==> config.mk <==
export PLATFORM = sky130hd
export DESIGN_NAME = rcl_run_ctrl
export DESIGN_NICKNAME = d
export VERILOG_FILES = /design/src/logic/rcl_sync.v /design/src/logic/rcl_run_ctrl.v
export VERILOG_INCLUDE_DIRS = /design/src /design/src/logic
export SDC_FILE = /design/constraint.sdc
export NUM_CORES = 2
export LEC_CHECK = 0
export ABC_AREA = 0
export ABC_CLOCK_PERIOD_IN_PS = 19000
export BUFFER_PORTS_ARGS = -buffer_cell sky130_fd_sc_hd__buf_2
export CORE_MARGIN = 10
export CORE_UTILIZATION = 50
export DETAILED_ROUTE_END_ITERATION = 10
export GPL_TIMING_DRIVEN = 0
export HOLD_SLACK_MARGIN = 0.03
export PLACE_DENSITY = 0.78
export SYNTH_ARGS = -nofsm -noshare
export SYNTH_HDL_FRONTEND = slang
export SYNTH_SLANG_ARGS = --single-unit
==> constraint.sdc <==
create_clock -name core_clk_in -period 19 [get_ports core_clk_in]
set_clock_uncertainty 0.2 [all_clocks]
set_input_delay 1.9 -clock core_clk_in [delete_from_list [all_inputs] [get_ports core_clk_in]]
set_output_delay 1.9 -clock core_clk_in [all_outputs]
set_load 0.005 [all_outputs]
==> src/logic/rcl_regs.vh <==
// Register map, field positions, reset values and timing counts of the run-command block
`ifndef RCL_REGS_VH
`define RCL_REGS_VH

`define RCL_CLK_MHZ 50
`define RCL_DEB_US 1000
`define RCL_DEB_CYC 20'd50000
`define RCL_FAST_MS 50
`define RCL_FAST_CYC 28'd2500000
`define RCL_FLASH_MS 2000
`define RCL_FLASH_CYC 28'd100000000
`define RCL_CONF_MS 3000
`define RCL_CONF_CYC 28'd150000000

`define RCL_OFF_CTRL 8'h00
`define RCL_OFF_STATUS 8'h04
`define RCL_OFF_ALMCLR 8'h08
`define RCL_OFF_EDIT 8'h0C
`define RCL_OFF_CUR 8'h10
`define RCL_OFF_SPD0 8'h20
`define RCL_OFF_ACC0 8'h30
`define RCL_OFF_DEC0 8'h40

`define RCL_CTRL_SRC_LSB 0
`define RCL_CTRL_LOCK 2
`define RCL_CTRL_POT 3
`define RCL_SRC_PANEL 2'h0
`define RCL_SRC_EXTPNL 2'h1
`define RCL_SRC_EXTONLY 2'h2

`define RCL_ST_RUN 0
`define RCL_ST_DIR 1
`define RCL_ST_PDIS 2
`define RCL_ST_ALARM 3
`define RCL_ST_SET_LSB 4
`define RCL_ST_EDIT 6
`define RCL_ST_CONF 7
`define RCL_ST_HSTOP 8

`define RCL_CTRL_RST 4'h8
`define RCL_SPD_RST 16'h0000
`define RCL_RAMP_RST 16'h0100
`define RCL_SPD_MAX 16'h0FA0
`define RCL_FAST_STEP 16'h000A

`endif

==> src/logic/rcl_sync.v <==
// Two-flop synchroniser and debounce filter for a group of pin inputs
`timescale 1ns/1ps
module rcl_sync #(
    parameter W = 9,
    parameter [19:0] DEB_CYC = 20'd50000
) (
    input wire core_clk_in,
    input wire rst_in,
    input wire [W-1:0] raw_in,
    output wire [W-1:0] clean_out
);
    genvar i;
    generate
        for (i = 0; i < W; i = i + 1) begin : g_bit
            reg s1_r;
            reg s2_r;
            reg q_r;
            reg [19:0] cnt_r;
            always @(posedge core_clk_in or posedge rst_in) begin
                if (rst_in) begin
                    s1_r <= 1'b0;
                    s2_r <= 1'b0;
                    q_r <= 1'b0;
                    cnt_r <= 20'h00000;
                end else begin
                    s1_r <= raw_in[i];
                    s2_r <= s1_r;
                    // Accept a new level only after it stood for the full debounce time
                    if (s2_r == q_r) begin
                        cnt_r <= 20'h00000;
                    end else if (cnt_r >= DEB_CYC - 20'd1) begin
                        q_r <= s2_r;
                        cnt_r <= 20'h00000;
                    end else begin
                        cnt_r <= cnt_r + 20'd1;
                    end
                end
            end
            assign clean_out[i] = q_r;
        end
    endgenerate
endmodule // rcl_sync

==> src/logic/rcl_run_ctrl.v <==
// Run-command, direction, dial editing and data-set ramp control with APB registers
`timescale 1ns/1ps
`include "rcl_regs.vh"

module rcl_run_ctrl #(
    parameter [19:0] DEB_CYC = `RCL_DEB_CYC,
    parameter [27:0] FAST_CYC = `RCL_FAST_CYC,
    parameter [27:0] FLASH_CYC = `RCL_FLASH_CYC,
    parameter [27:0] CONF_CYC = `RCL_CONF_CYC
) (
    input wire core_clk_in,
    input wire rst_in,
    input wire psel_in,
    input wire penable_in,
    input wire pwrite_in,
    input wire [7:0] paddr_in,
    input wire [31:0] pwdata_in,
    output reg [31:0] prdata_out,
    output reg pready_out,
    output reg pslverr_out,
    input wire run_switch_in,
    input wire dir_switch_in,
    input wire dial_a_in,
    input wire dial_b_in,
    input wire dial_push_in,
    input wire forward_run_input_in,
    input wire reverse_run_input_in,
    input wire data_select_low_in,
    input wire data_select_high_in,
    input wire [7:0] ramp_pot_in,
    output reg [15:0] motor_speed_out,
    output reg motor_dir_out,
    output reg motor_run_out,
    output reg hard_stop_out,
    output reg edit_blink_out,
    output reg confirm_blink_out,
    output reg panel_disabled_out,
    output reg poweron_run_alarm_out,
    output reg [1:0] set_sel_out
);
    wire [8:0] clean;
    // Input synchronising and debouncing
    rcl_sync #(
        .W(9),
        .DEB_CYC(DEB_CYC)
    ) u_sync (
        .core_clk_in(core_clk_in),
        .rst_in(rst_in),
        .raw_in({dial_b_in, dial_a_in, dial_push_in, data_select_high_in, data_select_low_in,
                 reverse_run_input_in, forward_run_input_in, dir_switch_in, run_switch_in}),
        .clean_out(clean)
    );
    wire run_sw = clean[0];
    wire dir_sw = clean[1];
    wire forward_run_input = clean[2];
    wire reverse_run_input = clean[3];
    wire [1:0] dsel = clean[5:4];
    wire push = clean[6];
    wire dial_a = clean[7];
    wire dial_b = clean[8];

    reg [3:0] ctrl_r;
    reg [15:0] spd_r [0:3];
    reg [15:0] acc_r [0:3];
    reg [15:0] dec_r [0:3];
    reg [15:0] edit_r;
    reg [15:0] cur_r;
    reg dir_r;
    reg edit_pend_r;
    reg alarm_r;
    reg [20:0] boot_cnt_r;
    reg booted_r;
    reg dial_a_q_r;
    reg push_q_r;
    reg dir_q_r;
    reg [27:0] gap_cnt_r;
    reg [27:0] flash_cnt_r;
    reg [27:0] conf_cnt_r;
    reg [19:0] ramp_cnt_r;

    wire [1:0] src = ctrl_r[`RCL_CTRL_SRC_LSB+1:`RCL_CTRL_SRC_LSB];
    wire ext_only = (src == `RCL_SRC_EXTONLY);
    wire ext_mode = (src == `RCL_SRC_EXTPNL) || ext_only;
    wire lock = ctrl_r[`RCL_CTRL_LOCK];

    // Panel events
    wire detent = dial_a & ~dial_a_q_r;
    wire cw = ~dial_b;
    wire press = push & ~push_q_r;
    wire dir_chg = dir_sw ^ dir_q_r;
    wire fast = (gap_cnt_r < FAST_CYC);

    // Run request and direction decision
    reg run_req;
    reg dir_req;
    reg both_on;
    reg [1:0] set_sel;
    always @* begin
        run_req = 1'b0;
        dir_req = dir_sw;
        both_on = 1'b0;
        set_sel = 2'h0;
        if (!ext_mode) begin
            run_req = run_sw;
        end else begin
            set_sel = dsel;
            both_on = forward_run_input & reverse_run_input;
            if (ext_only) begin
                run_req = forward_run_input ^ reverse_run_input;
                dir_req = reverse_run_input;
            end else begin
                run_req = run_sw & (forward_run_input ^ reverse_run_input);
                dir_req = reverse_run_input ? ~dir_sw : dir_sw;
            end
        end
        if (alarm_r || !booted_r) begin
            run_req = 1'b0;
        end
    end

    // Target speed from the selected data set, ramp period from ramp_pot_in when the RCL_CTRL_POT bit is set, else from the data set
    wire [15:0] sel_spd = spd_r[set_sel];
    wire going_up = run_req && (dir_req == dir_r) && (cur_r < sel_spd);
    wire [15:0] tgt = (run_req && (dir_req == dir_r)) ? sel_spd : 16'h0000;
    wire [15:0] ramp_val = ctrl_r[`RCL_CTRL_POT] ? {ramp_pot_in, 8'h00} :
                           (going_up ? acc_r[set_sel] : dec_r[set_sel]);
    wire [19:0] ramp_per = {ramp_val, 4'h0};

    // Dial step with clamping
    wire [15:0] step = fast ? `RCL_FAST_STEP : 16'h0001;
    reg [15:0] edit_nxt;
    always @* begin
        edit_nxt = edit_r;
        if (cw) begin
            if (edit_r > `RCL_SPD_MAX - step) begin
                edit_nxt = `RCL_SPD_MAX;
            end else begin
                edit_nxt = edit_r + step;
            end
        end else begin
            if (edit_r < step) begin
                edit_nxt = 16'h0000;
            end else begin
                edit_nxt = edit_r - step;
            end
        end
    end

    // APB decode
    wire setup = psel_in & ~penable_in;
    wire wr_en = psel_in & penable_in & pready_out & pwrite_in & ~pslverr_out;
    wire in_set = (paddr_in[7:4] == 4'h2) || (paddr_in[7:4] == 4'h3) || (paddr_in[7:4] == 4'h4);
    wire mapped = (paddr_in[1:0] == 2'h0) &&
                  (in_set ? (paddr_in[3:2] <= 2'h3) : (paddr_in <= `RCL_OFF_CUR));
    wire [1:0] idx = paddr_in[3:2];

    reg [31:0] rd_mux;
    always @* begin
        rd_mux = 32'h00000000;
        case (paddr_in[7:4])
            4'h0: begin
                case (paddr_in)
                    `RCL_OFF_CTRL: rd_mux = {28'h0000000, ctrl_r};
                    `RCL_OFF_STATUS: rd_mux = {23'h000000, hard_stop_out, confirm_blink_out,
                                               edit_pend_r, set_sel_out, alarm_r,
                                               panel_disabled_out, dir_r, motor_run_out};
                    `RCL_OFF_EDIT: rd_mux = {16'h0000, edit_r};
                    default: rd_mux = 32'h00000000;
                endcase
            end
            4'h1: rd_mux = {16'h0000, cur_r};
            4'h2: rd_mux = {16'h0000, spd_r[idx]};
            4'h3: rd_mux = {16'h0000, acc_r[idx]};
            4'h4: rd_mux = {16'h0000, dec_r[idx]};
            default: rd_mux = 32'h00000000;
        endcase
    end

    always @(posedge core_clk_in or posedge rst_in) begin
        if (rst_in) begin
            prdata_out <= 32'h00000000;
            pready_out <= 1'b0;
            pslverr_out <= 1'b0;
            ctrl_r <= `RCL_CTRL_RST;
        end else begin
            pready_out <= setup;
            pslverr_out <= setup & ~mapped;
            prdata_out <= (setup && mapped && !pwrite_in) ? rd_mux : 32'h00000000;
            if (wr_en && paddr_in == `RCL_OFF_CTRL) begin
                ctrl_r <= (pwdata_in[1:0] == 2'h3) ? {pwdata_in[3:2], ctrl_r[1:0]} : pwdata_in[3:0];
            end
        end
    end

    // Per-set storage, set 0 also loaded by a dial commit
    wire commit = press & edit_pend_r & ~lock & ~ext_only;
    genvar s;
    generate
        for (s = 0; s < 4; s = s + 1) begin : g_set
            always @(posedge core_clk_in or posedge rst_in) begin
                if (rst_in) begin
                    spd_r[s] <= `RCL_SPD_RST;
                    acc_r[s] <= `RCL_RAMP_RST;
                    dec_r[s] <= `RCL_RAMP_RST;
                end else begin
                    if (s == 0 && commit) begin
                        spd_r[s] <= edit_r;
                    end else if (wr_en && in_set && paddr_in[7:4] == 4'h2 && idx == s) begin
                        spd_r[s] <= pwdata_in[15:0];
                    end
                    if (wr_en && paddr_in[7:4] == 4'h3 && idx == s) begin
                        acc_r[s] <= pwdata_in[15:0];
                    end
                    if (wr_en && paddr_in[7:4] == 4'h4 && idx == s) begin
                        dec_r[s] <= pwdata_in[15:0];
                    end
                end
            end
        end
    endgenerate

    // Power-on check, dial editing and panel-disabled indication
    always @(posedge core_clk_in or posedge rst_in) begin
        if (rst_in) begin
            boot_cnt_r <= 21'h000000;
            booted_r <= 1'b0;
            alarm_r <= 1'b0;
            dial_a_q_r <= 1'b0;
            push_q_r <= 1'b0;
            dir_q_r <= 1'b0;
            // Start as a long gap so the first detent after reset is a slow one
            gap_cnt_r <= FAST_CYC;
            flash_cnt_r <= 28'h0000000;
            conf_cnt_r <= 28'h0000000;
            edit_r <= `RCL_SPD_RST;
            edit_pend_r <= 1'b0;
        end else begin
            dial_a_q_r <= dial_a;
            push_q_r <= push;
            dir_q_r <= dir_sw;
            // Wait until the filtered inputs settle before judging the run switch
            if (!booted_r) begin
                boot_cnt_r <= boot_cnt_r + 21'd1;
                if (boot_cnt_r >= {1'b0, DEB_CYC} + 21'd4) begin
                    booted_r <= 1'b1;
                    alarm_r <= run_sw;
                end
            end else if (wr_en && paddr_in == `RCL_OFF_ALMCLR && pwdata_in[0] && !run_sw) begin
                alarm_r <= 1'b0;
            end
            if (detent) begin
                gap_cnt_r <= 28'h0000000;
            end else if (gap_cnt_r < FAST_CYC) begin
                gap_cnt_r <= gap_cnt_r + 28'd1;
            end
            if (!edit_pend_r) begin
                edit_r <= spd_r[0];
            end
            if (detent && !lock && !ext_only) begin
                edit_r <= edit_nxt;
                edit_pend_r <= 1'b1;
            end else if (commit) begin
                edit_pend_r <= 1'b0;
            end
            if (press && !edit_pend_r && cur_r == 16'h0000 && !ext_only) begin
                conf_cnt_r <= CONF_CYC;
            end else if (conf_cnt_r != 28'h0000000) begin
                conf_cnt_r <= conf_cnt_r - 28'd1;
            end
            if (ext_only && (dir_chg || detent || press)) begin
                flash_cnt_r <= FLASH_CYC;
            end else if (flash_cnt_r != 28'h0000000) begin
                flash_cnt_r <= flash_cnt_r - 28'd1;
            end
        end
    end

    // Speed ramp, direction and outputs
    always @(posedge core_clk_in or posedge rst_in) begin
        if (rst_in) begin
            cur_r <= 16'h0000;
            dir_r <= 1'b0;
            ramp_cnt_r <= 20'h00000;
            motor_speed_out <= 16'h0000;
            motor_dir_out <= 1'b0;
            motor_run_out <= 1'b0;
            hard_stop_out <= 1'b0;
            edit_blink_out <= 1'b0;
            confirm_blink_out <= 1'b0;
            panel_disabled_out <= 1'b0;
            poweron_run_alarm_out <= 1'b0;
            set_sel_out <= 2'h0;
        end else begin
            if (both_on) begin
                cur_r <= 16'h0000;
                ramp_cnt_r <= 20'h00000;
            end else if (cur_r == tgt) begin
                ramp_cnt_r <= 20'h00000;
                if (cur_r == 16'h0000 && run_req) begin
                    dir_r <= dir_req;
                end
            end else if (ramp_cnt_r >= ramp_per) begin
                ramp_cnt_r <= 20'h00000;
                cur_r <= (cur_r < tgt) ? cur_r + 16'd1 : cur_r - 16'd1;
            end else begin
                ramp_cnt_r <= ramp_cnt_r + 20'd1;
            end
            motor_speed_out <= cur_r;
            motor_dir_out <= dir_r;
            motor_run_out <= run_req & ~both_on;
            hard_stop_out <= both_on;
            edit_blink_out <= edit_pend_r;
            confirm_blink_out <= (conf_cnt_r != 28'h0000000);
            panel_disabled_out <= ext_only && (run_sw || flash_cnt_r != 28'h0000000);
            poweron_run_alarm_out <= alarm_r;
            set_sel_out <= set_sel;
        end
    end
endmodule // rcl_run_ctrl

# After elaboration in Yosys (flattened, before gate mapping)
# Cells that the tools add are included.
# op_classes
reduce_logical	73
add_sub_neg	19
bitwise	37
mux	79
n_eq_ne	27
magnitude_cmp	20
# ops
cell	count
2-to-1 mux 20 bit	21
2-to-1 mux 16 bit	26
adder 20 x 1 -> 20 bit, second input constant	10
binary-select mux 16 bit (select 2 bit)	6
greater-or-equal comparator 20 x 16 -> 1 bit, second input constant	9
2-to-1 mux 28 bit	6
one-hot mux 32 bit (5 select lines)	1
nonzero test 28 bit	2
subtractor 28 x 1 -> 28 bit, second input constant	2
one-hot mux 16 bit (3 select lines)	1
logical AND 1 bit	33
< comparator 16 bit	2
2-to-1 mux 32 bit	1
adder 28 x 1 -> 28 bit, second input constant	1
< comparator 28 x 22 -> 1 bit, second input constant	1
AND reduction 2 bit	12
adder 21 x 1 -> 21 bit, second input constant	1
greater-or-equal comparator 21 x 16 -> 1 bit, second input constant	1
greater-or-equal comparator 20 bit	1
NOT 1 bit	19
adder 16 x 1 -> 16 bit, second input constant	1
adder 16 x 4 -> 16 bit	1
== test 16 bit	1
== test 8 x 4 -> 1 bit, second input constant	2
31 further kinds	94
# word_totals
ff_bits	626
input_bits	62
elab_cells	331
out_inout_bits	59

# Longest topological paths before layout
# logic_depth
ltp_word	15
depth_mapped	28
ltp_nobuf	25

# Modules after synthesis
# A second synthesis with hierarchy kept.
# unflattened
hier_cells	3049
hier_area_um2	32358.5
# modules_own_cells
module	cells_per_inst	seq_area_each_um2	instances	area_per_inst_um2
rcl_run_ctrl	2170	10105.9	1	22859.4
rcl_sync	879	5180.0	1	9499.1

# Worst setup path after synthesis
# No wires, ideal clock.
# synth_path
path_type	register to register
from	reg ctrl_r[0]
to	reg cur_r[0]
path_stages_with_launch	28
arrival_time_ps	5474
path_buffers	3
synth_period_minus_slack_ps	5798
setup_ps	125
setup_slack_ps	13202
required_time_ps	18675
cell_sequence	dfrtp_1 inv_1 ha_1 nand2b_1 inv_2 clkbuf_1 clkbuf_1 nand2_1 o21ai_0 ha_1 a21o_1 a21o_1 a21o_1 a21oi_1 nor2b_1 nor4_2 buf_2 nand3_1 a21o_1 ha_1 a21o_1 a2111oi_0 o31ai_1 a2111oi_0 o21a_1 o21bai_2 nor2_1 mux2_2
# synth_between
elab_chain_len	14
elab_cells_between_ends	37
classes_between	order compare (3); eq/ne (5); mux (23); bitwise (1); reduce/logical (5)
# synth_lines
item	line_no	rtl
start: declaration	rcl_run_ctrl.v:62	reg [3:0] ctrl_r;
start signal: assignment	rcl_run_ctrl.v:184	ctrl_r <= `RCL_CTRL_RST;
start signal: assignment	rcl_run_ctrl.v:190	ctrl_r <= (pwdata_in[1:0] == 2'h3) ? {pwdata_in[3:2], ctrl_r[1:0]} : pwdata_in[3:0];
== test 2 x 1 -> 1 bit (no line) / == test 2 bit (equally long branches)	--	
logical OR 1 bit	rcl_run_ctrl.v:83	wire ext_mode = (src == `RCL_SRC_EXTPNL) || ext_only;
2-to-1 mux 2 bit	rcl_run_ctrl.v:103	if (!ext_mode) begin
NOT 2 -> 3 bit (not written as such)	rcl_run_ctrl.v:122, rcl_run_ctrl.v:126	
binary-select mux 16 bit (select 2 bit)	rcl_run_ctrl.v:122	wire [15:0] sel_spd = spd_r[set_sel];
2-to-1 mux 16 bit (not written as such) (2 in series)	rcl_run_ctrl.v:122	
< comparator 16 bit	rcl_run_ctrl.v:123	wire going_up = run_req && (dir_req == dir_r) && (cur_r < sel_spd);
logical AND 1 bit	rcl_run_ctrl.v:123	
2-to-1 mux 16 bit	rcl_run_ctrl.v:126	(going_up ? acc_r[set_sel] : dec_r[set_sel]);
2-to-1 mux 16 bit	rcl_run_ctrl.v:125	wire [15:0] ramp_val = ctrl_r[`RCL_CTRL_POT] ? {ramp_pot_in, 8'h00} :
greater-or-equal comparator 20 bit	rcl_run_ctrl.v:302	end else if (ramp_cnt_r >= ramp_per) begin
nonzero test 2 bit (no line)	--	
AND reduction 2 bit (no line)	--	
end signal: assignment	rcl_run_ctrl.v:304	cur_r <= (cur_r < tgt) ? cur_r + 16'd1 : cur_r - 16'd1;
end: declaration	rcl_run_ctrl.v:67	reg [15:0] cur_r;
# Parallel ways exist; a longest one is shown, timed or not. The select of a mux whose other input is x is not followed.
# A chain may end at the register's enable or synchronous reset.

# Final worst setup path
# Ends and elaborated chain as after synthesis.

==> run summary <==
Synth Warn # - 0
status - complete, no violations
Comb power frac - 0.239
slowest stage delay, CP - 570 ps
total gr overflow - 0
post-synth top area cell - dfrtp_1
root buffer cell - clkbuf_16
die area - 0.0729 sq mm
Initial Utilization - 0.505
Async SR Flop Fraction - 1.00
maxcap violations - 0
PD cells - 109 mW/mm^2
# nets final - 3298
actual slew at the worst max-slew pin - 1210 ps
Slew headroom - 0.194
most used cell, CP - a21o_1
H-tree depth - 3
cts repair resizes - 0
setup TNS - 0 ps
Worst path top cell family by delay - compound AO/OA/AOI/OAI gates
global-route wire length before repair - 130000 microns
Cell Area, Synth - 0.0312 sq mm
Final HPWL DP - 58200 microns
Chip Height - 270 microns
DR DRC count - 0
gr usage total - 0.221
Crit Path Category - flop to flop
sw frac - 0.321
layout cells sized above 1 - 0.169
pin count of the biggest net entering global routing - 46
Crit-path slowest cell - nor4_2
crit path time final - 7920 ps
Mapped Avg Cell Area - 10.7 sq um
CTS buffer count - 67
Seq cells post-synth - 610
CTS tree - built
drt wl/cell - 20.2 microns
pre-CTS setup slack - 11340 ps
Main synth FF type - dfrtp_1
Tcrit/Tclk final - 0.417
Die X-Extent - 270 microns
cells after synthesis - 2926
worst path required time - 19290 ps
Core ar. - 0.0618 sq mm
crit path max fanout - 10
GP Congestion - 0.969
Clock Pin Slew Worst Setup and Hold Paths - 60 ps
Seq/Total Area, Yosys - 0.489
Via Count - 23600
part of the power in the clock network - 0.340
overall routed net length - 81400 microns
Fin. Hold Viols - 0
antenna violations before repair - 2
Synth area leaders - dfrtp_1 (47%), mux2_2 (6.8%), nand2_1 (3.8%), nor2_1 (3.7%), mux4_2 (3.5%)
Seq pwr share - 0.421
setup violators final - 0
DRT antenna net count - 0
number of buffers added on ports - 86
CTS max path bufs - 3
num ports - 121
Fmax - 0.126 GHz
synthesis-to-finish area growth - 13.5%
FILL cells - 5050
synth unique cells - 90
Hold Path Class - flop to flop
final worst setup slack - 11080 ps
commonest cells in the netlist - dfrtp_1 (593), nand2_1 (316), nor2_1 (308), mux2_2 (190), xor2_1 (121)
number of global-route vias before repair - 23700
crit path buf inv count - 5
Lkg Pwr - 15.9 nW
num rows - 91
DR iter-0 viols - 2431
CP startpoint kind - flop
Clock Sinks - 610
post-synth top area share - 0.475
NetSw - 1.24 mW
drt first pass iters - 5
Max VDD drop - 0.0000752 V
unrepaired setup endpoints after global routing - no
top-count cell post-synth - dfrtp_1
final hold slack - 146 ps
EDFF count, synth - 0
crit path capture type - flop
crit path DAT - 8210 ps
DR vias/cell - 5.86
Setup Fix Bufs, Post-CTS - 0
cts hold-fix bufs - 0
final-report max-slew violation count - 0
Clk Latency, worst-skew pair - 630 ps
Pint - 2.62 mW
==> power groups by stage <==
stage	clock network (mW)	registers [mW]	logic [mW]
detailed placement	0	1.64	0.906
CTS	1.33	1.62	0.915
finish	1.31	1.62	0.922
floorplan	0	1.57	0.705
global placement	0	1.64	0.866
global route	1.39	1.64	1.04
==> stage by stage <==
step                      cell area (sq um)  std cells   util  total power [mW]
after global routing                  35500       4036  0.573              4.06
after global placement                32900       3900  0.532              2.50
after floorplan                       31400       2977      -              2.27
after CTS                             35400       4035  0.573              3.87
final                                 35500       4036  0.573              3.85
after detailed placement              33200       3916  0.538              2.54
==> state kept, by name, indices dropped and copies added (netlist names), 2 cells and up <==
signal              count
u_sync.g_bit.cnt_r    180
acc_r                  64
dec_r                  64
spd_r                  64
conf_cnt_r             28
flash_cnt_r            28
gap_cnt_r              28
boot_cnt_r             21
ramp_cnt_r             20
cur_r                  16
edit_r                 16
motor_speed_out        16
prdata_out             16
u_sync.g_bit.q_r        9
u_sync.g_bit.s1_r       9
u_sync.g_bit.s2_r       9
ctrl_r                  4
set_sel_out             2
==> logic make-up after synthesis <==
family / share of synthesized area
and+or+nand+nor: 0.176
DFF: 0.489
AOI/OAI and AO/OA: 0.0842
muxes: 0.122
xor gates and xnor gates: 0.0647
buffers and inverters: 0.0273
adders and majority gates: 0.0360
other: 0.000120
==> final timing paths <==
path	end	slack, ps	cells past startpoint	from
setup / recovery	cur_r[0]$_DFFE_PP0P_	11080	27	ctrl_r[0]$_DFFE_PP0P_
hold / removal	u_sync.g_bit[5].s2_r$_DFF_PP0_	150	0	u_sync.g_bit[5].s1_r$_DFF_PP0_
setup reg to reg	cur_r[0]$_DFFE_PP0P_	11080	27	ctrl_r[0]$_DFFE_PP0P_
hold reg to reg	u_sync.g_bit[5].s2_r$_DFF_PP0_	150	0	u_sync.g_bit[5].s1_r$_DFF_PP0_
max in group asynchronous	u_sync.g_bit[1].cnt_r[10]$_DFF_PP0_	15650	7	rst_in
min in group asynchronous	u_sync.g_bit[7].cnt_r[9]$_DFF_PP0_	1250	2	rst_in
==> layout by cell type, fill, tap and decap left out, types with 85 or more instances in the layout <==
| master | n |
|---|---|
| nand3_1 | 117 |
| nor2_1 | 308 |
| xnor2_1 | 110 |
| dfrtp_1 | 593 |
| nand2_1 | 316 |
| xor2_1 | 121 |
| buf_2 | 107 |
| clkbuf_1 | 125 |
| ha_1 | 85 |
| mux2_2 | 190 |
==> layout make-up <==
type                       instances  area, sq um  area share
multi-input combinational       2168        15300       0.432
sequential                       610        15300       0.431
clock buffer                     100         1960      0.0554
tap                              837         1050      0.0295
timing repair buffer             102          751      0.0212
buffer                           159          702      0.0198
clock inverter                    19          244     0.00688
inverter                          40          154     0.00434
antenna                            1         2.50   0.0000706
==> worst register-to-register path: stages (launching register included) <==
cell and delay [ps]:
dfrtp_1 370, inv_1 50, ha_1 400, nand2b_1 340, inv_2 160, clkbuf_1 450, clkbuf_1 480, nand2_1 100
o21ai_0 230, ha_1 340, a21o_1 160, a21o_1 170, a21o_1 170, a21oi_1 150, nor2b_1 70, nor4_2 570
buf_2 400, nand3_1 150, a21o_1 190, ha_1 290, a21o_1 180, a2111oi_0 380, o31ai_1 170, a2111oi_0 400
o21a_1 440, o21bai_2 300, nor2_1 160, mux2_2 320
==> per-layer routing <==
layer,part of all wire,wire (microns),vias to the layer above,global-route usage
li1,-,-,10800,-
met2,0.45,36700,1015,0.339
met3,0.086,6980,241,0.0491
met1,0.41,33500,11500,0.287
met4,0.052,4240,2,0.120
met5,0.00015,12,-,0
(Power assumes the default switching activity.)
